==> config.mk <==
export PLATFORM = sky130hd
export DESIGN_NAME = bpp_port
export DESIGN_NICKNAME = d
export VERILOG_FILES = /design/src/bpp_pkg.sv /design/src/bpp_port.sv
export SDC_FILE = /design/constraint.sdc
export NUM_CORES = 1
export LEC_CHECK = 0
export BUFFER_PORTS_ARGS = -buffer_cell sky130_fd_sc_hd__buf_2
export CAP_MARGIN = 0
export CORE_UTILIZATION = 30
export CTS_CLUSTER_SIZE = 24
export DETAILED_ROUTE_END_ITERATION = 7
export SYNTH_ARGS = -nofsm -noshare
export SYNTH_HDL_FRONTEND = slang
export SYNTH_SLANG_ARGS = --single-unit
==> constraint.sdc <==
create_clock -name clk -period 1.8 [get_ports clk]
set_input_delay 0.36 -clock clk [delete_from_list [all_inputs] [get_ports clk]]
set_output_delay 0.36 -clock clk [all_outputs]
set_load 0.01 [all_outputs]
==> src/bpp_pkg.sv <==
// Purpose: constants for the bidirectional printer port
// Assumes: host strobes and printer lines are asynchronous to clk
// Notes:   register offsets are the two address bits
// Function
// address 00 data, 01 select/status, 10 control
// status read clears interrupt output and flag
// direction: control bit5, pin, magic AA
// data register maps onto eight data lines
// status bits busy inverted, ack, pe, sel, fault, irq
// readback ones, irq enable, four line states
// control write sets direction, irq enable, lines
// ack falling edge marks interrupt pending
// strobe, linefeed, select active low; init high
// reset gives output mode, irq enable clear
// reset clears pending interrupt flag
package bpp_pkg;
    // ***********************************
    // register offsets
    // ***********************************
    localparam logic [1:0] BPP_OFF_DATA   = 2'h0;
    localparam logic [1:0] BPP_OFF_STATUS = 2'h1;
    localparam logic [1:0] BPP_OFF_CTRL   = 2'h2;
    localparam logic [1:0] BPP_OFF_NONE   = 2'h3;
    // ***********************************
    // fields and values
    // ***********************************
    localparam logic [7:0] BPP_INPUT_KEY  = 8'hAA;
    localparam int         BPP_CTL_DIR    = 5;
    localparam int         BPP_CTL_IRQEN  = 4;
    localparam logic [7:0] BPP_RESET_BYTE = 8'h00;
    localparam logic [5:0] BPP_CTL_RESET  = 6'h00;
    localparam logic [2:0] BPP_RB_ONES    = 3'h7;
    localparam logic [1:0] BPP_ST_ONES    = 2'h3;
    localparam logic [3:0] BPP_PINS_RESET = 4'hB;
    localparam logic [2:0] BPP_SYNC_IDLE  = 3'h7;
    localparam logic [7:0] BPP_UNMAPPED   = 8'hFF;
endpackage : bpp_pkg

==> src/bpp_port.sv <==
// Purpose: bidirectional printer port, host side registers to printer pins
// Assumes: single clock; strobes sampled through two flip-flops
// Notes:   access acts on the sampled strobe falling edge
`timescale 1ns/1ps
module bpp_port
    import bpp_pkg::*;
(
    // clock and reset
    input  wire logic       clk,
    input  wire logic       resetn,
    // host register port
    input  wire logic       reg_addr_hi,
    input  wire logic       reg_addr_lo,
    input  wire logic       host_read_n,
    input  wire logic       host_write_n,
    input  wire logic [7:0] host_wdata,
    output logic      [7:0] host_rdata,
    // printer data lines
    input  wire logic [7:0] port_data_lines_in,
    output logic      [7:0] port_data_lines_out,
    output logic            port_data_lines_oe,
    // printer handshake
    output logic            byte_latch_n,
    output logic            auto_linefeed_n,
    output logic            init_out,
    output logic            select_request_n,
    input  wire logic       busy,
    input  wire logic       ack_n,
    input  wire logic       paper_empty,
    input  wire logic       printer_selected,
    input  wire logic       fault_n,
    input  wire logic       direction_pin,
    // interrupt
    output logic            printer_irq_out
);
    import bpp_pkg::*;

    typedef struct packed {
        logic [2:0] rd_s;
        logic [2:0] wr_s;
        logic [2:0] ack_s;
        logic [1:0] dir_s;
        logic [1:0] ad_s0;
        logic [1:0] ad_s1;
        logic [7:0] wd_s0;
        logic [7:0] wd_s1;
        logic [3:0] in_s0;
        logic [3:0] in_s1;
        logic [7:0] pd_s0;
        logic [7:0] pd_s1;
        logic [7:0] data;
        logic [5:0] ctl;
        logic       key_ok;
        logic       pend;
        logic [7:0] rdata;
        logic       oe;
        logic [3:0] pins;
        logic       irq;
    } bpp_state_t;

    bpp_state_t s_q;
    bpp_state_t s_d;
    logic [1:0] addr;
    logic       rd_fall;
    logic       wr_fall;
    logic       ack_fall;
    logic       in_mode;
    logic [7:0] status;
    logic [7:0] rback;

    // address and data pass the same two stages as the strobes
    assign addr = s_q.ad_s1;

    // ***********************************
    // next state
    // ***********************************
    always_comb
    begin
        s_d       = s_q;
        s_d.rd_s  = {s_q.rd_s[1:0], host_read_n};
        s_d.wr_s  = {s_q.wr_s[1:0], host_write_n};
        s_d.ack_s = {s_q.ack_s[1:0], ack_n};
        s_d.dir_s = {s_q.dir_s[0], direction_pin};
        // host data must stand at the first edge after the strobe falls, together with the strobe
        s_d.ad_s0 = {reg_addr_hi, reg_addr_lo};
        s_d.ad_s1 = s_q.ad_s0;
        s_d.wd_s0 = host_wdata;
        s_d.wd_s1 = s_q.wd_s0;
        s_d.in_s0 = {busy, paper_empty, printer_selected, fault_n};
        s_d.in_s1 = s_q.in_s0;
        s_d.pd_s0 = port_data_lines_in;
        s_d.pd_s1 = s_q.pd_s0;
        // bit 2 is history of the synced level; bit 0 may be metastable
        rd_fall  = s_q.rd_s[2] & ~s_q.rd_s[1];
        wr_fall  = s_q.wr_s[2] & ~s_q.wr_s[1];
        ack_fall = s_q.ack_s[2] & ~s_q.ack_s[1];
        in_mode  = ~s_q.ctl[BPP_CTL_DIR] & (s_q.dir_s[1] | s_q.key_ok);
        status   = {~s_q.in_s1[3], s_q.ack_s[1], s_q.in_s1[2], s_q.in_s1[1],
                    s_q.in_s1[0], ~s_q.pend, BPP_ST_ONES};
        rback    = {BPP_RB_ONES, s_q.ctl[4], s_q.ctl[3:0]};
        if (wr_fall)
        begin
            case (addr)
                BPP_OFF_DATA:   s_d.data   = s_q.wd_s1;
                BPP_OFF_STATUS: s_d.key_ok = (s_q.wd_s1 == BPP_INPUT_KEY);
                BPP_OFF_CTRL:   s_d.ctl    = s_q.wd_s1[5:0];
                default:        s_d.data   = s_q.data;
            endcase
        end
        if (rd_fall)
        begin
            case (addr)
                BPP_OFF_DATA:   s_d.rdata = in_mode ? s_q.pd_s1 : s_q.data;
                BPP_OFF_STATUS: s_d.rdata = status;
                BPP_OFF_CTRL:   s_d.rdata = rback;
                default:        s_d.rdata = BPP_UNMAPPED;
            endcase
        end
        // pending: a new ack edge wins over the clearing read
        if (rd_fall && addr == BPP_OFF_STATUS)
            s_d.pend = 1'b0;
        if (ack_fall)
            s_d.pend = 1'b1;
        s_d.oe   = ~in_mode;
        // strobe, linefeed, select inverted; init straight
        s_d.pins = {~s_d.ctl[3], s_d.ctl[2], ~s_d.ctl[1], ~s_d.ctl[0]};
        s_d.irq  = s_d.pend & s_d.ctl[BPP_CTL_IRQEN];
    end

    // ***********************************
    // registers
    // ***********************************
    always_ff @(posedge clk or negedge resetn)
    begin
        if (!resetn)
        begin
            s_q        <= '0;
            s_q.rd_s   <= BPP_SYNC_IDLE;
            s_q.wr_s   <= BPP_SYNC_IDLE;
            s_q.ack_s  <= BPP_SYNC_IDLE;
            s_q.ctl    <= BPP_CTL_RESET;
            s_q.pend   <= 1'b0;
            s_q.data   <= BPP_RESET_BYTE;
            s_q.oe     <= 1'b1;
            s_q.pins   <= BPP_PINS_RESET;
        end
        else
            s_q <= s_d;
    end

    assign host_rdata          = s_q.rdata;
    assign port_data_lines_out = s_q.data;
    assign port_data_lines_oe  = s_q.oe;
    assign select_request_n    = s_q.pins[3];
    assign init_out            = s_q.pins[2];
    assign auto_linefeed_n     = s_q.pins[1];
    assign byte_latch_n        = s_q.pins[0];
    assign printer_irq_out     = s_q.irq;
endmodule : bpp_port

==> metrics.csv, run 1 <==
stage;metric;value;unit
route;post_drt_wl_per_cell;14.37;µm
worst_setup_path;path_class;reg -> reg;
finish;antenna_cells;0;
grt;grt_pass1_wl;8.114;mm
floorplan;die_area;0.009848;mm²
power;p_per_area;1152;mW/mm²
route;ant_nets;0;
finish;nets;263;
timing;hold_ws;0.1196;ns
floorplan;pin_count;50;
timing;rsz0062_at_grt;no;
worst_setup_path;cp.required;2.02;ns
worst_setup_path;critical_path.slowest_cell;dfstp_2;
power;peakVddDrop;0.0004726;V
power;p_leak;1.519;nW
worst_setup_path;cp.buffers_inverters;0;
clocking;hold_buffers;1;
clocking;cts_setup_buffers;0;
route;drc;2;
clocking;cts_buffer_depth;2;
yosys;synthCells;186;
placed_design;dp_hpwl;3.638;mm
worst_setup_path;arrival;1.82;ns
timing;fmax;625.1;MHz
clocking;cts_resized;0;
clocking;clk_pin_slew_worst_paths;0.08;ns
yosys;ys_types;32;
floorplan;die_y;99.24;µm
clocking;cts_buffers;9;
floorplan;die_w;99.24;µm
finish;syn_to_final_growth;18.13;%
grt;grt_max_degree;40;
timing;layout_worst_path_cycle_share;88.87;%
worst_setup_path;crit_path_cell_trace;and4bb_1, mux2_4, a21boi_1;
timing;max_slew_margin;69.89;%
grt;track_usage;11.28;%
yosys;yosysWarnings;0;
worst_setup_path;start_kind;register;
yosys;synth_nets;214;
clocking;clk_latency;0.34;ns
yosys;synthesis.area;0.002836;mm²
worst_setup_path;cp-end-kind;register;
finish;n_fill_cell;909;
route;drtIter0Drc;67;
timing;final-setup-viol-count;0;
timing;drv_slew;0;
yosys;ys_seq_elements;84;
timing;fin_worst_skew;0.008920;ns
route;num_vias;1522;
min_path;hp-class;in -> reg;
clocking;clock_sinks;84;
yosys;avgSynthCellArea;15.25;µm²
outcome;status;complete, but fails checks;
run;drv_cap;0;
clocking;cts_max_level;3;
placed_design;io_buffers;49;
grt;grt-ovfl-total;0;
timing;tightest_slew;0.4517;ns
worst_setup_path;cp_top_family;flip-flops;
clocking;cts_tree;yes;
grt;antenna_found_initial;0;
floorplan;start_util;30.84;%
route;vias_per_cell;4.349;
timing;min_period;1.600;ns
finish;drive_above_1_share;42.26;%
floorplan;core;0.009196;mm²
timing;hold_viol;0;
route;postRouteWirelength;5.028;mm
yosys;seq_area_frac_synth;74.68;%
outcome;violations;DRC;
timing;final.setup.tns;0;ns
worst_setup_path;critPathMaxFanout;6;
route;firstDrtPassIters;6;
grt;grt_pass1_vias;1629;
placed_design;routabilityCongestion;0.7491;
worst_setup_path;critPathMaxStageDelay;0.55;ns
clocking;cts-root-buf;clkbuf_8;
floorplan;rows;35;
synth_stat cells:
cell,number,area (µm²)
clkbuf_1,3,11.26
dfrtp_1,71,1777
nand2b_1,4,25.02
or3b_2,1,8.760
a21o_1,1,7.510
and4bb_1,1,12.51
inv_1,4,15.01
mux2_4,1,15.01
inv_2,1,3.750
buf_2,1,5.000
nor2b_1,1,6.260
o32ai_1,1,8.760
o21ba_2,1,10.01
nor4bb_1,2,20.02
a21oi_1,8,40.04
nand3_1,8,40.04
o22ai_1,2,12.51
mux2_2,10,112.6
mux2i_1,7,70.07
a31oi_1,5,31.28
or4bb_1,1,11.26
nor3_2,1,10.01
o21ai_0,2,10.01
nand2b_4,1,13.76
o31ai_1,1,7.510
a21boi_1,1,7.510
nor2_1,9,33.78
dfstp_2,13,341.6
nor3b_1,2,15.01
nand2_1,3,11.26
o21a_1,2,15.01
buf_4,17,127.6
cells in the final DEF (no fill, tap or decap), drive strengths merged, types with 2 or more instances in the layout:
cell type / Yosys / layout
mux2i: 7 / 7
a21oi: 8 / 8
clkinv: 0 / 4
nand3: 8 / 8
o21ai: 2 / 2
nor4bb: 2 / 2
a31oi: 5 / 5
inv: 5 / 5
buf: 18 / 58
dfstp: 13 / 13
clkbuf: 3 / 10
o22ai: 2 / 2
nor2: 9 / 9
mux2: 11 / 11
nand2: 3 / 3
o21a: 2 / 2
nor3b: 2 / 2
dfrtp: 71 / 71
nand2b: 5 / 5
metal layers:
layer,wire [µm],global-route usage (%),vias up
li1,-,-,708
met1,2187,13.84,775
met2,2513,17.63,33
met3,261,4.638,6
met4,65,4.751,0
met5,0,0,-
registers in the layout, indices dropped and copies added (netlist names):
register,count
byte_latch_n,1
select_request_n,1
port_data_lines_oe,1
s_d,29
rback,4
s_q,27
addr,2
printer_irq_out,1
init_out,1
auto_linefeed_n,1
port_data_lines_out,8
host_rdata,8
where the power goes:
group	internal [W]	switching, W
logic	0.000208	0.000231
registers	0.00209	0.0000998
clock network	0.000629	0.000602
kinds of logic after synthesis:
kind of cell | Yosys count | synth area share (%)
AOI/OAI and AO/OA | 24 | 5.294
buffers and inverters | 26 | 5.734
DFF | 84 | 74.68
muxes | 18 | 6.970
and+or+nand+nor | 34 | 7.322
path summary, 6_finish.rpt:
| kind | startpoint | end | slack (ns) | cells past startpoint |
|---|---|---|---|---|
| worst max-delay path | s_q[81]$_DFF_PN1_ | printer_irq_out$_DFF_PN0_ | 0.20 | 3 |
| max in group asynchronous | resetn | s_q[81]$_DFF_PN1_ | 0.66 | 3 |
| worst min-delay path | host_read_n | s_d[83]$_DFF_PN1_ | 0.12 | 1 |
| worst max register to register | s_q[81]$_DFF_PN1_ | printer_irq_out$_DFF_PN0_ | 0.20 | 3 |
| min in group asynchronous | resetn | s_q[33]$_DFF_PN0_ | 0.51 | 2 |
| worst min register to register | s_d[30]$_DFF_PN0_ | s_q[30]$_DFF_PN0_ | 0.34 | 0 |
layout make-up:
cell class	count	area (µm²)	area share (%)
inverter	5	18.77	0.5601
sequential	84	2118	63.22
tap	111	138.9	4.145
multi-input combinational	76	555.5	16.58
timing repair buffer	59	337.8	10.08
clock inverter	5	53.80	1.606
clock buffer	10	127.6	3.809
worst register-to-register path, delay by kind of cell, from the launching register on:
family	cells	cell delay (ns)
AO/OA/AOI/OAI	1	0.13
flip-flops	1	0.55
multiplexers	1	0.34
AND/OR/NAND/NOR	1	0.46
through the flow:
step	total power, W	utilization (%)	setup WS, ns	area, µm²	instances
global placement	0.002671	34.35	0.2370	3159	334
global route	0.004063	36.44	0.1623	3351	350
floorplan	0.002518	-	0.3520	2836	186
finish	0.003861	36.44	0.2004	3351	350
detailed placement	0.002683	34.35	0.1949	3159	334
CTS	0.003933	36.44	0.1871	3351	350
(Power assumes the default switching activity.)
==> run 2, diff against run 1 <==
--- a/config.mk
+++ b/config.mk
@@ -7,9 +7,12 @@
 export LEC_CHECK = 0
 export BUFFER_PORTS_ARGS = -buffer_cell sky130_fd_sc_hd__buf_2
 export CAP_MARGIN = 0
+export CELL_PAD_IN_SITES_DETAIL_PLACEMENT = 0
+export CELL_PAD_IN_SITES_GLOBAL_PLACEMENT = 2
 export CORE_UTILIZATION = 30
 export CTS_CLUSTER_SIZE = 24
 export DETAILED_ROUTE_END_ITERATION = 7
+export PLACE_DENSITY_LB_ADDON = 0.1
 export SYNTH_ARGS = -nofsm -noshare
 export SYNTH_HDL_FRONTEND = slang
 export SYNTH_SLANG_ARGS = --single-unit
==> run 2 against run 1 <==
Net effect:
- the run now ends clean
- sequential cell count unchanged
- utilization up 0.30 points
- first-iteration DRC count down 72%
- clock power up 14%
- via count up 0.26%
- combinational power about the same
- final area up 0.82%
- clock skew up 0.0034 ns
- critical path type unchanged
- critical endpoint unchanged
==> metrics.csv, run 2 (same netlist as run 1, synthesis figures left out) <==
stage;metric;value;unit;change
outcome;status;finished, final reports clean;;
timing;min_period;1.528;ns;-0.07157 ns
power;p_per_area;1196;mW/mm²;+3.8%
clocking;hold_buffers;0;;-1
timing;final-setup-viol-count;0;;unchanged
worst_setup_path;arrival;1.76;ns;-0.06 ns
power;p_leak;1.532;nW;+0.83%
worst_setup_path;critPathMaxFanout;5;;-1
finish;final_common_cell;dfrtp_1;;
floorplan;die_w;99.24;µm;unchanged
grt;grt_pass1_wl;9.018;mm;+11%
finish;layout_common_cells;dfrtp_1, buf_2, dfstp_2;;
route;vias_per_cell;4.360;;+0.26%
floorplan;die_y;99.24;µm;unchanged
grt;grt_max_degree;85;;+110%
clocking;clock_sinks;84;;unchanged
run;drv_cap;0;;unchanged
timing;fmax;654.4;MHz;+4.7%
grt;grt_pass1_vias;1706;;+4.7%
min_path;hp-class;in -> async;;
timing;hold_viol;0;;unchanged
clocking;cts_max_level;3;;unchanged
clocking;cts_buffers;9;;unchanged
timing;final.setup.tns;0;ns;unchanged
worst_setup_path;start_kind;register;;
route;postRouteWirelength;5.291;mm;+5.2%
route;drtIter0Drc;19;;-72%
worst_setup_path;cp-end-kind;register;;
route;firstDrtPassIters;4;;-2
clocking;clk_latency;0.35;ns;about the same
grt;track_usage;12.26;%;+0.97 points
placed_design;io_buffers;49;;unchanged
finish;syn_to_final_growth;19.10;%;
worst_setup_path;path_class;reg -> reg;;
finish;drive_above_1_share;43.10;%;+0.84 points
clocking;cts_tree;yes;;
floorplan;core;0.009196;mm²;unchanged
worst_setup_path;r2r_cells;3;;unchanged
power;power_frac_clock;34.8;%;+2.9 points
floorplan;die_area;0.009848;mm²;unchanged
finish;nets;262;;-0.38%
placed_design;dp_hpwl;3.655;mm;+0.48%
placed_design;routabilityCongestion;0.7400;;-1.2%
floorplan;start_util;30.84;%;unchanged
grt;antenna_found_initial;0;;unchanged
power;peakVddDrop;0.0003762;V;-20%
clocking;clk_pin_slew_worst_paths;0.09;ns;about the same
grt;grt-ovfl-total;0;;unchanged
timing;rsz0062_at_grt;no;;
route;ant_nets;0;;unchanged
timing;fin_worst_skew;0.01227;ns;+0.003353 ns
finish;antenna_cells;0;;unchanged
floorplan;rows;35;;unchanged
timing;max_slew_margin;69.65;%;-0.24 points
power;swShare;24.95;%;+0.78 points
route;post_drt_wl_per_cell;15.12;µm;+5.2%
clocking;cts_setup_buffers;0;;unchanged
finish;largest_reg_flops;29;;unchanged
route;drc;0;;-2
timing;hold_ws;0.01528;ns;-0.1043 ns
route;num_vias;1526;;+0.26%
clocking;cts-root-buf;clkbuf_8;;
timing;tightest_slew;0.4553;ns;+0.003574 ns
timing;drv_slew;0;;unchanged
power;combPwrFrac;10.8;%;-0.6 points
power;p_sw;0.001008;W;+8.0%
clocking;cts_buffer_depth;2;;unchanged
power;intPower;0.003032;W;+3.5%
clocking;cts_resized;0;;unchanged
timing;layout_worst_path_cycle_share;84.89;%;-4.0 points
floorplan;pin_count;50;;unchanged
power;p_seq_share;54.4;%;-2.4 points
worst_setup_path;cp.required;2.03;ns;about the same
run 2: cell types whose count changed in the layout (fill, tap and decap cells not counted), sizes merged:
cell / change
clkinv: -2
inv: +2
clkbuf: +1
dlygate4sd3: -1
run 2: through the flow:
stage | instances | setup WS, ns | cell area (µm²) | utilization [%] | power (W)
floorplan | 186 | 0.3520 | 2836 | - | 0.002518
global route | 350 | 0.1593 | 3378 | 36.73 | 0.004260
global placement | 334 | 0.3398 | 3159 | 34.35 | 0.002685
detailed placement | 334 | 0.2779 | 3159 | 34.35 | 0.002687
CTS | 350 | 0.2614 | 3378 | 36.73 | 0.004126
finish | 350 | 0.2719 | 3378 | 36.73 | 0.004039
run 2: power groups by stage:
stage	Clock [W]	Sequential (W)	Combinational (W)
4_1_cts	0.00147	0.00220	0.000449
2_1_floorplan	0	0.00221	0.000307
3_3_place_gp	0	0.00224	0.000444
3_5_place_dp	0	0.00224	0.000446
5_1_grt	0.00155	0.00222	0.000488
6_report	0.00140	0.00220	0.000436
run 2: routing by layer:
metal | part of all wire (%) | global-route usage, %
met5 | 0 | 0
met4 | 2.0 | 5.430
met3 | 4.9 | 4.427
met2 | 45 | 18.22
met1 | 48 | 16.12
run 2: worst paths after layout:
path / endpoint / from / slack [ns]
worst max register to register: printer_irq_out$_DFF_PN0_ / s_q[84]$_DFF_PN1_ / 0.27
max in group asynchronous: select_request_n$_DFF_PN1_ / resetn / 1.38
worst max-delay path: printer_irq_out$_DFF_PN0_ / s_q[84]$_DFF_PN1_ / 0.27
min in group clk: s_d[80]$_DFF_PN1_ / host_write_n / 0.10
worst min-delay path: s_q[56]$_DFF_PN0_ / resetn / 0.02
worst min register to register: s_q[57]$_DFF_PN0_ / s_d[57]$_DFF_PN0_ / 0.35
run 2: final cells by class:
class,instances,area (µm²)
fill,891,5818
sequential,84,2118
multi-input combinational,76,555.5
timing repair buffer,58,327.8
clock buffer,11,151.4
tap,111,138.9
clock inverter,5,67.56
inverter,5,18.77
run 2: critical path, stage by stage (launching register included):
cell      delay, ns
dfstp_2        0.55
or3b_2         0.51
o21ai_0        0.24
a21boi_1       0.11
==> run 3, diff against run 2 <==
==> constraint.sdc (replaced) <==
create_clock -name clk -period 1.44 [get_ports clk]
set_input_delay 0.288 -clock clk [delete_from_list [all_inputs] [get_ports clk]]
set_output_delay 0.288 -clock clk [all_outputs]
set_load 0.01 [all_outputs]
==> run 3 against run 2 <==
Net effect:
- maximum frequency up 6.0%
- critical path depth unchanged
- first-iteration DRC count rose to 3.0 times the previous value
- sequential share of layout area down 3.2 points
- largest cell class unchanged
- combinational power up 48%
- clock power up 21%
- critical path type unchanged
- the run now ends with setup timing left
- clock skew down 0.0018 ns
- sequential power up 26%
- non-clock buffer count up 9
- utilization up 2.0 points
- setup slack worse by 0.27 ns
==> metrics.csv, run 3 (same netlist as run 1, synthesis figures left out) <==
stage;metric;value;unit;change
worst_setup_path;path_class;reg -> reg;;
power;peakVddDrop;0.0005057;V;+34%
timing;fin_worst_skew;0.01048;ns;-0.001789 ns
grt;grt_max_degree;85;;unchanged
route;post_drt_wl_per_cell;15.56;µm;+2.9%
timing;final-setup-viol-count;1;;+1
grt;grt_pass1_wl;9.446;mm;+4.7%
clocking;clk_pin_slew_worst_paths;0.09;ns;about the same
worst_setup_path;critPathMaxFanout;4;;-1
timing;final.setup.tns;-0.001144;ns;-0.001144 ns
grt;use_met2;19.39;%;+1.2 points
timing;fin_ws;-0.001144;ns;-0.2731 ns
worst_setup_path;cp.required;1.67;ns;-0.36 ns
run;drv_cap;0;;unchanged
min_path;whs_path_depth;1;;
timing;tightest_slew;0.4353;ns;-0.01996 ns
grt;top_usage_layer;met2;;
route;vias_per_cell;4.309;;-1.2%
clocking;cts_max_level;3;;unchanged
clocking;cts_buffers;9;;unchanged
min_path;hp-class;in -> reg;;
finish;nets;271;;+3.4%
grt;grtUsageMet1;16.57;%;+0.46 points
route;firstDrtPassIters;4;;unchanged
outcome;violations;setup timing;;
placed_design;dp_hpwl;3.773;mm;+3.2%
clocking;clock_sinks;84;;unchanged
timing;fmax;693.9;MHz;+6.0%
grt;grt-ovfl-total;0;;unchanged
floorplan;die_w;99.24;µm;unchanged
route;num_vias;1547;;+1.4%
floorplan;die_area;0.009848;mm²;unchanged
placed_design;routabilityCongestion;0.6714;;-9.3%
power;p_leak;1.604;nW;+4.7%
floorplan;pin_count;50;;unchanged
route;drc;0;;unchanged
floorplan;rows;35;;unchanged
placed_design;place_ws;-0.04609;ns;-0.3240 ns
floorplan;start_util;30.84;%;unchanged
finish;fin_util;38.73;%;+2.0 points
timing;layout_worst_path_cycle_share;100.1;%;+15 points
finish;n_fill_cell;871;;-2.2%
placed_design;io_buffers;49;;unchanged
grt;gr-usage-met3;5.762;%;+1.3 points
timing;min_period;1.441;ns;-0.08692 ns
outcome;status;complete, but fails checks;;
worst_setup_path;r2r_cells;3;;unchanged
finish;antenna_cells;0;;unchanged
route;ant_nets;0;;unchanged
route;postRouteWirelength;5.587;mm;+5.6%
timing;hold_viol;0;;unchanged
grt;antenna_found_initial;0;;unchanged
finish;final_common_cell;dfrtp_1;;
clocking;cts_buffer_depth;2;;unchanged
timing;hold_ws;0.03498;ns;+0.01970 ns
clocking;cts_tree;yes;;
worst_setup_path;cp-end-kind;register;;
finish;largest_reg_flops;29;;unchanged
timing;drv_slew;0;;unchanged
grt;track_usage;12.85;%;+0.60 points
timing;max_slew_margin;70.98;%;+1.3 points
finish;drive_above_1_share;47.58;%;+4.5 points
clocking;clk_latency;0.35;ns;about the same
floorplan;core;0.009196;mm²;unchanged
worst_setup_path;start_kind;register;;
grt;grt_pass1_vias;1767;;+3.6%
timing;rsz0062_at_grt;yes;;
clocking;cts-root-buf;clkbuf_8;;
power;p_per_area;1435;mW/mm²;+20%
worst_setup_path;arrival;1.67;ns;-0.09 ns
finish;layout_common_cells;dfrtp_1, buf_2, dfstp_2, buf_4;;
floorplan;die_y;99.24;µm;unchanged
route;drtIter0Drc;57;;+38
finish;syn_to_final_growth;25.58;%;
run 3: final timing paths:
| kind | from | to | slack [ns] |
|---|---|---|---|
| min reg2reg | s_d[59]$_DFF_PN0_ | s_q[59]$_DFF_PN0_ | 0.35 |
| min | host_read_n | s_d[83]$_DFF_PN1_ | 0.03 |
| min in group asynchronous | resetn | rback[0]$_DFF_PN0_ | 0.51 |
| max | s_q[81]$_DFF_PN1_ | init_out$_DFFE_PN0P_ | -0.001 |
| max reg2reg | s_q[81]$_DFF_PN1_ | init_out$_DFFE_PN0P_ | -0.001 |
| max in group asynchronous | resetn | s_d[84]$_DFF_PN1_ | 0.56 |
run 3: repair_timing:
item                                    in CTS  in global routing
setup buffers                                0                  2
gates resized for setup                      6                 20
endpoints found under the setup margin       8                 17
pin swaps                                    0                  4
endpoints found under the hold margin       71                  1
hold buffers                                 1                  1
run 3: per-layer routing:
metal | vias up | wire, µm
li1 | 725 | -
met1 | 776 | 2581
met2 | 41 | 2620
met3 | 5 | 328
met4 | 0 | 57
met5 | - | 0
run 3: power by group:
| part | switching (W) | leakage [nW] | internal, W |
|---|---|---|---|
| combinational | 0.000310 | 0.542 | 0.000335 |
| sequential | 0.000157 | 0.963 | 0.00261 |
| clock | 0.000837 | 0.0991 | 0.000859 |
| total | 0.00130 | 1.60 | 0.00381 |
run 3: layout make-up:
class	count	area, µm²	area share [%]
multi-input combinational	76	665.6	18.69
clock buffer	10	137.6	3.864
timing repair buffer	67	411.6	11.56
inverter	5	18.77	0.5269
tap	111	138.9	3.899
clock inverter	6	71.32	2.002
sequential	84	2118	59.47
run 3: through the flow:
step	power [W]	std cells	cell area [µm²]
2_1_floorplan	0.003150	186	2843
3_3_place_gp	0.003373	339	3203
3_5_place_dp	0.003383	339	3203
4_1_cts	0.005134	356	3438
5_1_grt	0.005403	359	3562
6_report	0.005112	359	3562
run 3: critical path: stages, from the launching register on:
cell and delay (ns):
dfstp_2 0.56, and4bb_2 0.30, buf_6 0.17, mux2_4 0.30
